### src/rtl/pdq_pkg.sv
// pdq_pkg: shared constants and types for the predecode / fusion / loop replay block
// assumes a single core clock; fetch lines arrive as 16 bytes with a start offset
package pdq_pkg;
  localparam int unsigned LINE_BYTES     = 16;
  localparam int unsigned MAX_INSN_BYTES = 15;
  localparam int unsigned FAST_CYCLES    = 1;
  localparam int unsigned SLOW_CYCLES    = 6;
  localparam int unsigned DOUBLE_CYCLES  = 11;
  localparam logic [3:0]  DBL_DISP_OFS   = 4'hD;
  localparam logic [3:0]  FALSE_OFS      = 4'hE;
  localparam logic [7:0]  OPSIZE_PFX     = 8'h66;
  localparam logic [7:0]  ADDRSIZE_PFX   = 8'h67;
  localparam logic [7:0]  GRP_F7_OP      = 8'hF7;
  localparam logic [3:0]  REXT_HI        = 4'h4;
  localparam int unsigned LOOP_MAX_FETCH = 4;
  localparam int unsigned LOOP_MAX_INSN  = 18;
  localparam int unsigned LOOP_MAX_TAKEN = 4;
  localparam logic [3:0]  PEN_RESET      = 4'h0;

  // instruction classes seen by the fusion detector
  typedef enum logic [2:0] {
    PDQ_OTHER   = 3'h0,
    PDQ_CMP     = 3'h1,
    PDQ_TEST    = 3'h2,
    PDQ_JCC     = 3'h3,
    PDQ_JMP     = 3'h4,
    PDQ_RET     = 3'h5
  } pdq_cls_t;

  // operand forms of a compare
  typedef enum logic [1:0] {
    PDQ_RR = 2'h0,
    PDQ_RI = 2'h1,
    PDQ_RM = 2'h2,
    PDQ_MI = 2'h3
  } pdq_form_t;

  // branch condition flag group
  typedef enum logic [1:0] {
    PDQ_CC_CZ    = 2'h0,
    PDQ_CC_SIGN  = 2'h1,
    PDQ_CC_OTHER = 2'h2
  } pdq_cc_t;
endpackage : pdq_pkg

### src/rtl/pdq_fuse_if.sv
// pdq_fuse_if: carries one decoded pair from the predecoder to the fusion detector
// assumes both ends share the core clock
interface pdq_fuse_if;
  import pdq_pkg::*;
  logic      valid;
  pdq_cls_t  first_cls;
  pdq_form_t first_form;
  logic      self_test;
  pdq_cls_t  second_cls;
  pdq_cc_t   second_cc;
  logic      long_mode;
  logic      fuse;
  modport src (output valid, first_cls, first_form, self_test, second_cls, second_cc,
               long_mode, input fuse);
  modport dst (input valid, first_cls, first_form, self_test, second_cls, second_cc,
               long_mode, output fuse);
endinterface : pdq_fuse_if

### src/rtl/pdq_fuse.sv
// pdq_fuse: combinational compare/branch pair fusion decision
// assumes the classes come from the same cycle's predecode
module pdq_fuse
  import pdq_pkg::*;
(
  pdq_fuse_if.dst f
);
  logic first_ok;
  logic cc_ok;
  logic tst;

  always_comb begin
    // self-test flags match compare-with-zero, so it fuses like a test
    tst      = (f.first_cls == PDQ_TEST) || f.self_test; // RULE3
    first_ok = (f.first_cls == PDQ_CMP) || tst; // RULE19
    // compare pairs only with carry/zero branches; test with any
    cc_ok    = tst || (f.second_cc == PDQ_CC_CZ); // RULE1 RULE19
    f.fuse   = f.valid && first_ok && (f.second_cls == PDQ_JCC) && cc_ok
               && (f.first_form != PDQ_MI) // RULE2
               && !f.long_mode; // RULE18
  end
endmodule : pdq_fuse

### src/rtl/pdq_top.sv
// pdq_top: predecode length estimation, prefix stall penalties, pair fusion, loop replay
// assumes fetch unit holds a line while line_ready is low; decoders always accept
// Operation
// RULE1 - fuse register-immediate compare with following unsigned above-or-equal branch
// RULE2 - never fuse memory-immediate compare with signed greater-or-equal branch
// RULE3 - self-test of a register behaves as compare with zero
// RULE4 - instruction lengths up to 15 bytes are accepted
// RULE5 - line normally one cycle; six cycles when a length-changing prefix present
// RULE6 - operand-size and address-size prefixes count as length-changing
// RULE7 - fixed sixteen-bit immediate without size prefix causes no stall
// RULE8 - register-extension prefix in 64-bit mode causes no penalty
// RULE9 - boundary between operand-form and scaled-index byte stalls twice
// RULE10 - offset 13 with byte displacement addressing stalls twice
// RULE11 - double stall costs eleven cycles in total
// RULE12 - no scaled-index byte, no byte displacement: single stall only
// RULE13 - prefixed F7 group instruction at offset 14 gives a false stall
// RULE14 - loop body at most four fetch lines
// RULE15 - loop body at most eighteen instructions
// RULE16 - reject loop with over four taken branches or any return
// RULE17 - qualifying loop is replayed from the instruction queue
// RULE18 - no fusion in 64-bit mode
// RULE19 - compare or self-test then adjacent conditional branch; compare needs carry/zero
// RULE20 - withhold output and hold the line during penalty cycles
module pdq_top
  import pdq_pkg::*;
#(
  parameter int unsigned LINE_W = LINE_BYTES * 8
) (
  input  wire logic              clk,
  input  wire logic              arst_n,
  input  wire logic              line_valid,
  output logic                   line_ready,
  input  wire logic [LINE_W-1:0] line_bytes,
  input  wire logic [3:0]        insn_ofs,
  input  wire logic [3:0]        insn_len,
  input  wire logic              has_osize_pfx,
  input  wire logic              has_asize_pfx,
  input  wire logic              has_rext_pfx,
  input  wire logic              fixed_sixteen_bit_immediate,
  input  wire logic              has_sib,
  input  wire logic              has_disp8,
  input  wire logic              long_mode,
  input  wire pdq_cls_t          first_cls,
  input  wire pdq_form_t         first_form,
  input  wire logic              self_test,
  input  wire pdq_cls_t          second_cls,
  input  wire pdq_cc_t           second_cc,
  input  wire logic              insn_retire,
  input  wire logic              branch_taken,
  input  wire pdq_cls_t          branch_cls,
  input  wire logic              loop_back,
  input  wire logic              loop_exit,
  output logic                   dec_valid,
  output logic [LINE_W-1:0]      dec_bytes,
  output logic                   dec_fused,
  output logic                   len_error,
  output logic                   stall_double,
  output logic                   replay_active
);
  //////////////////////////////////////////////////////////////////////////////
  typedef enum logic [2:0] {
    ST_IDLE  = 3'b001,
    ST_STALL = 3'b010,
    ST_OUT   = 3'b100
  } pdq_st_t;

  typedef struct packed {
    pdq_st_t           st;
    logic [3:0]        pen;
    logic [LINE_W-1:0] bytes;
    logic              fused;
    logic              dbl;
    logic              lerr;
    logic [2:0]        fetches;
    logic [4:0]        insns;
    logic [2:0]        taken;
    logic              bad;
    logic              replay;
  } pdq_state_t;

  pdq_state_t s_q;
  pdq_state_t s_d;
  logic       fuse_w;
  logic       length_changing_prefix;
  logic       dbl;
  logic       fls;
  logic       hit;
  logic [4:0] end_pos;

  pdq_fuse_if fif ();
  assign fif.valid      = line_valid;
  assign fif.first_cls  = first_cls;
  assign fif.first_form = first_form;
  assign fif.self_test  = self_test;
  assign fif.second_cls = second_cls;
  assign fif.second_cc  = second_cc;
  assign fif.long_mode  = long_mode;
  assign fuse_w         = fif.fuse;

  pdq_fuse u_fuse (
    .f (fif)
  );

  //////////////////////////////////////////////////////////////////////////////
  always_comb begin
    end_pos = 5'(insn_ofs) + 5'(insn_len);
    // fixed sixteen_bit_immediate without size prefix is never a length change; rex never counts
    length_changing_prefix = (has_osize_pfx || has_asize_pfx) && !fixed_sixteen_bit_immediate; // RULE6 RULE7 RULE8
    // sib split across boundary or disp8 at offset 13: stall per line
    dbl = length_changing_prefix && ((has_sib && (end_pos > 5'(LINE_BYTES)) && insn_ofs >= 4'hD) // RULE9
                  || (has_disp8 && insn_ofs == DBL_DISP_OFS)); // RULE10 RULE12
    // F7 opcode at byte 14 or 15, length byte in next line
    fls = has_osize_pfx && (insn_ofs == FALSE_OFS)
          && (line_bytes[8*15 +: 8] == GRP_F7_OP || line_bytes[8*14 +: 8] == GRP_F7_OP); // RULE13
    hit = length_changing_prefix || fls;
  end

  always_comb begin
    s_d = s_q;
    case (s_q.st)
      ST_IDLE: begin
        // nothing is taken while the queue replays, matching line_ready
        if (line_valid && !s_q.replay) begin
          s_d.bytes = line_bytes;
          s_d.fused = fuse_w;
          s_d.dbl   = dbl;
          s_d.lerr  = (insn_len > 4'(MAX_INSN_BYTES)) || (insn_len == 4'h0); // RULE4
          if (hit) begin
            // slow length path; double charges both lines
            s_d.pen = dbl ? 4'(DOUBLE_CYCLES - 1) : 4'(SLOW_CYCLES - 1); // RULE5 RULE11
            s_d.st  = ST_STALL;
          end else begin
            s_d.st  = ST_OUT; // RULE5
          end
        end
      end
      ST_STALL: begin
        s_d.pen = s_q.pen - 4'h1; // RULE20
        if (s_q.pen == 4'h1) begin
          s_d.st = ST_OUT;
        end
      end
      ST_OUT: begin
        s_d.st = ST_IDLE;
      end
      default: begin
        s_d.st = ST_IDLE;
      end
    endcase

    // loop capture: count lines, instructions, taken branches per body
    if (loop_exit) begin
      s_d.replay  = 1'b0;
      s_d.fetches = 3'h0;
      s_d.insns   = 5'h0;
      s_d.taken   = 3'h0;
      s_d.bad     = 1'b0;
    end else if (!s_q.replay) begin
      if (s_q.st == ST_OUT && s_q.fetches != 3'h7) begin
        s_d.fetches = s_q.fetches + 3'h1;
      end
      if (insn_retire && s_q.insns != 5'h1F) begin
        s_d.insns = s_q.insns + 5'h1;
      end
      if (branch_taken) begin
        if (s_q.taken != 3'h7) begin
          s_d.taken = s_q.taken + 3'h1;
        end
        if (branch_cls == PDQ_RET) begin
          s_d.bad = 1'b1; // RULE16
        end
      end
      if (loop_back) begin
        // any failed limit restarts the count at the next body
        // closing cycle's own events still belong to the body being judged
        s_d.replay = !s_d.bad
                     && s_d.fetches <= 3'(LOOP_MAX_FETCH) // RULE14
                     && s_d.insns <= 5'(LOOP_MAX_INSN) // RULE15
                     && s_d.taken <= 3'(LOOP_MAX_TAKEN); // RULE16
        s_d.fetches = 3'h0;
        s_d.insns   = 5'h0;
        s_d.taken   = 3'h0;
        s_d.bad     = 1'b0;
      end
    end
  end

  always_ff @(posedge clk or negedge arst_n) begin
    if (!arst_n) begin
      s_q <= '{st: ST_IDLE, pen: PEN_RESET, bytes: '0, fused: 1'b0, dbl: 1'b0,
               lerr: 1'b0, fetches: 3'h0, insns: 5'h0, taken: 3'h0, bad: 1'b0,
               replay: 1'b0};
    end else begin
      s_q <= s_d;
    end
  end

  //////////////////////////////////////////////////////////////////////////////
  // fetch is not drawn while replaying: queue supplies the body
  assign line_ready    = (s_q.st == ST_IDLE) && !s_q.replay; // RULE17 RULE20
  assign dec_valid     = (s_q.st == ST_OUT); // RULE20
  assign dec_bytes     = s_q.bytes;
  assign dec_fused     = s_q.fused;
  assign len_error     = s_q.lerr;
  assign stall_double  = s_q.dbl;
  assign replay_active = s_q.replay; // RULE17

  //////////////////////////////////////////////////////////////////////////////
  a_single_stall: assert property (@(posedge clk) disable iff (!arst_n) // RULE5
    (s_q.st == ST_IDLE && line_valid && hit && !dbl && !s_q.replay) |->
      ##1 (!dec_valid) [*5] ##1 dec_valid)
    else $error("single stall length wrong");

  a_double_stall: assert property (@(posedge clk) disable iff (!arst_n) // RULE11
    (s_q.st == ST_IDLE && line_valid && dbl && !s_q.replay) |->
      ##1 (!dec_valid) [*8] ##1 (!dec_valid) [*2] ##1 dec_valid)
    else $error("double stall length wrong");

  a_fast_path: assert property (@(posedge clk) disable iff (!arst_n) // RULE5
    (s_q.st == ST_IDLE && line_valid && !hit && !s_q.replay) |=> dec_valid)
    else $error("fast line not out next cycle");

  a_no_fuse_64: assert property (@(posedge clk) disable iff (!arst_n) // RULE18
    (s_q.st == ST_IDLE && line_valid && long_mode) |=> !dec_fused)
    else $error("fusion in 64-bit mode");

  a_mi_no_fuse: assert property (@(posedge clk) disable iff (!arst_n) // RULE2
    (s_q.st == ST_IDLE && line_valid && first_form == PDQ_MI) |=> !dec_fused)
    else $error("mem-imm compare fused");

  a_ri_fuse: assert property (@(posedge clk) disable iff (!arst_n) // RULE1
    (s_q.st == ST_IDLE && line_valid && !long_mode && first_cls == PDQ_CMP
     && first_form == PDQ_RI && second_cls == PDQ_JCC && second_cc == PDQ_CC_CZ)
      |=> dec_fused)
    else $error("reg-imm compare not fused");

  a_rext_free: assert property (@(posedge clk) disable iff (!arst_n) // RULE8
    (s_q.st == ST_IDLE && line_valid && has_rext_pfx && !has_osize_pfx
     && !has_asize_pfx) |=> dec_valid)
    else $error("extension prefix stalled");

  a_hold_line: assert property (@(posedge clk) disable iff (!arst_n) // RULE20
    (s_q.st == ST_STALL) |-> (!line_ready && !dec_valid) ##1 $stable(dec_bytes))
    else $error("line not held in stall");

  a_ret_reject: assert property (@(posedge clk) disable iff (!arst_n) // RULE16
    (!s_q.replay && !loop_exit && !loop_back && branch_taken && branch_cls == PDQ_RET
     && !s_q.bad) |=> s_q.bad)
    else $error("return not marked");
endmodule : pdq_top

### config.mk
export PLATFORM = sky130hd
export DESIGN_NAME = pdq_top
export DESIGN_NICKNAME = d
export VERILOG_FILES = /design/src/rtl/pdq_pkg.sv /design/src/rtl/pdq_fuse_if.sv /design/src/rtl/pdq_fuse.sv /design/src/rtl/pdq_top.sv
export SDC_FILE = /design/constraint.sdc
export NUM_CORES = 1
export LEC_CHECK = 0
export BUFFER_PORTS_ARGS = -buffer_cell sky130_fd_sc_hd__buf_2
export CORE_AREA = 10 10 95 180
export DETAILED_ROUTE_END_ITERATION = 8
export DIE_AREA = 0 0 105 190
export PLACE_DENSITY_LB_ADDON = 0.2
export SLEW_MARGIN = 15
export SYNTH_ARGS = -nofsm -noshare
export SYNTH_HDL_FRONTEND = slang
export SYNTH_SLANG_ARGS = --single-unit
### constraint.sdc
create_clock -name clk -period 3.2 [get_ports clk]
set_input_delay 0.96 -clock clk [delete_from_list [all_inputs] [get_ports clk]]
set_output_delay 0.96 -clock clk [all_outputs]
set_load 0.1 [all_outputs]
==> impl_metrics.py <==
metrics = {
    "worst_setup_path": {
        "crit_fanout": 4,
        "cp_top_family": "flip-flops",
        "slowest_delay_ps": 560,
        "reg2reg_to": "replay_active$_DFF_PN0_",
        "arrival_ps": 1810,
        "criticalPathCategory": "flop to output port",
        "cp-startpoint": "s_q[148]$_DFFE_PN1P_",
        "crit_path_end_kind": "output port",
        "critPathBufInv": 1,
        "cp_slowest_cell": "dfstp_2",
        "rrSetupSlack_ps": 1000,
        "crit-reg2reg-launch": "s_q[5]$_DFFE_PN0P_",
        "critPathRequiredTime_ps": 2240,
        "start_kind": "flop",
        "worstPathCellList": "nor4b_4 -> buf_2",
        "reg2reg_depth": 8,
    },
    "min_path": {
        "min-delay-start": "dec_bytes[84]$_DFFE_PN0P_",
        "holdPathEnd": "dec_bytes[84]$_DFFE_PN0P_",
        "hold_depth": 2,
        "hp-class": "flop to flop",
    },
    "route": {
        "wire_per_inst_um": 16.60,
        "drt_pass1_iterations": 4,
        "drtIter0Drc": 209,
        "final_antenna_net_count": 0,
        "drc": 0,
        "wirelength_mm": 20.17,
        "viasPerCell": 4.783,
        "vias": 5811,
    },
    "logic_synthesis": {
        "syn-cell-area_um2": 7307,
        "syn_nets": 1020,
        "yosysWarnings": 0,
        "synth_largest_area_cell": "dfrtp_1",
        "syn_inst": 844,
        "synthFlopType": "dfrtp_1",
        "synth_top_area_share_pct": 51.37,
        "synth.distinct_cells": 54,
        "synth_seq_area_share_pct": 51.73,
        "syn_avg_cell_area_um2": 8.658,
        "synth_seq_cells": 151,
        "synth.area.top_cells": "dfrtp_1 51%, nand2_1 21%, buf_4 13%",
        "async_flop_share_pct": 100.0,
        "synth-edff-count": 0,
    },
    "clocking": {
        "cts_setup_buffers": 0,
        "path_clk_slew_ps": 60,
        "clockBufferDepth": 2,
        "cts.repair.resized": 0,
        "ctsHoldBuffers": 0,
        "cts_tree": "built",
        "ctsHtreeMaxLevel": 4,
        "cts-root-buf": "clkbuf_16",
        "clock_sinks": 151,
        "cts_inserted_buffers": 17,
        "clock_latency_ps": 420,
    },
    "die": {
        "core.rowCount": 62,
        "die_height_um": 190,
        "io_pins": 298,
        "core_um2": 14270,
        "dieArea_um2": 19950,
        "initial_core_util_pct": 51.19,
        "die_w_um": 105,
    },
    "global_route": {
        "grt_max_degree": 136,
        "gr-total-overflow": 0,
        "grt.total_usage_pct": 19.72,
        "antenna_found_initial": 2,
        "grt_pass1_vias": 5659,
        "grt_first_pass_wirelength_mm": 31.09,
    },
    "sta": {
        "setup_viol": 0,
        "final.period_utilization_pct": 86.44,
        "rsz0062_at_grt": "false",
        "worst_pin_slew_ps": 699.5,
        "hold_ws_ps": 465.9,
        "slew_headroom_pct": 53.11,
        "fin_crit_ps": 2766,
        "fin_skew_ps": 8.753,
        "max_freq_ghz": 0.3615,
        "fin_setup_tns_ps": 0,
        "hold_violations": 0,
        "final_max_slew_viol_count": 0,
    },
    "layout": {
        "final_cell_count_no_fill": 1215,
        "fin_nets": 1184,
        "drive_gt1_share_pct": 33.79,
        "areaGrowthSynthToFinish_pct": 19.16,
        "final_cell_mix": "406 x nand2_1, 295 x buf_2, 150 x dfrtp_1",
        "nFillCells": 1341,
        "utilization_pct": 61.00,
        "final_common_cell": "nand2_1",
    },
    "pwr": {
        "leakage_nw": 4.977,
        "powerDensity_nw_per_um2": 1192,
        "power_w": 0.01038,
        "ir_drop_v": 0.0006261,
    },
    "place": {
        "dp_hpwl_mm": 15.40,
        "gp_congestion": 0.8234,
        "io_buffers": 296,
        "placedCellCount": 1181,
    },
    "status": {
        "outcome": "finished clean",
    },
    "job": {
        "cap_violations": 0,
    },
}
==> area by class of cell <==
type	count	area [um^2]	share of cell area [%]
Tap cell	192	240.2	2.759
Timing Repair Buffer	304	1598	18.35
Sequential cell	151	3780	43.41
Clock buffer	18	439.2	5.044
Clock inverter	14	197.7	2.270
Antenna cell	2	5.005	0.05748
Inverter	10	37.54	0.4311
Multi-Input combinational cell	524	2410	27.68
==> worst max-delay path by stage <==
stage,end,cells after the start
floorplan,s_q[146]$_DFFE_PN0P_,5
global placement,s_q[145]$_DFFE_PN0P_,9
detailed placement,s_q[145]$_DFFE_PN0P_,9
CTS,line_ready,2
global route,line_ready,2
finish,line_ready,2
==> synth_stat cells, types with 3 or more instances <==
cell type / n
nand2_1: 406
o21ai_0: 17
ha_1: 11
nor2_1: 8
dfrtp_1: 150
nand2b_1: 5
and3_1: 3
nand4_1: 3
a21oi_1: 11
nor3b_1: 3
and2_1: 3
nand3b_1: 3
nand3_1: 4
clkbuf_1: 19
buf_2: 12
inv_1: 10
a32o_1: 5
buf_4: 128
==> cell families after synthesis <==
| kind of cell | share of synthesized area (%) |
|---|---|
| AO/OA/AOI/OAI | 4.829 |
| XOR/XNOR | 0.2398 |
| adder cells (fa/ha/maj) | 2.158 |
| buffers and inverters | 15.46 |
| flip-flops | 51.73 |
| multiplexers | 0.1370 |
| AND/OR/NAND/NOR | 25.45 |
==> sequential cells by signal (all words and copies together), names as in the netlist <==
signal	count
dec_bytes	128
len_error	1
s_q	19
replay_active	1
stall_double	1
dec_fused	1
==> where the power goes <==
group | internal (W) | switching [W] | total, W
combinational | 0.000718 | 0.00479 | 0.00551
sequential | 0.00245 | 0.000264 | 0.00272
clock | 0.00133 | 0.000822 | 0.00215
==> metrics by stage <==
step | area, um^2 | setup WS, ps
floorplan | 7312 | 78.30
global placement | 8065 | 469.4
detailed placement | 8065 | 440.6
CTS | 8702 | 396.0
global route | 8707 | 352.2
finish | 8707 | 433.9
==> routing by layer <==
metal / global-route usage (%) / part of all wire [%] / vias up
li1: - / - / 2872
met1: 21.41 / 37 / 2717
met2: 35.60 / 55 / 195
met3: 5.557 / 6.1 / 27
met4: 7.006 / 1.6 / 0
met5: 0 / 0 / -
==> worst reg2reg max path: stages, from the launching register on <==
cell,delay (ps)
dfrtp_1,420
ha_1,270
and3_1,220
ha_1,200
nor2b_1,390
nand2_1,130
nand2_1,90
a32oi_1,120
o41ai_1,260
Power figures use the tool's default switching activity.
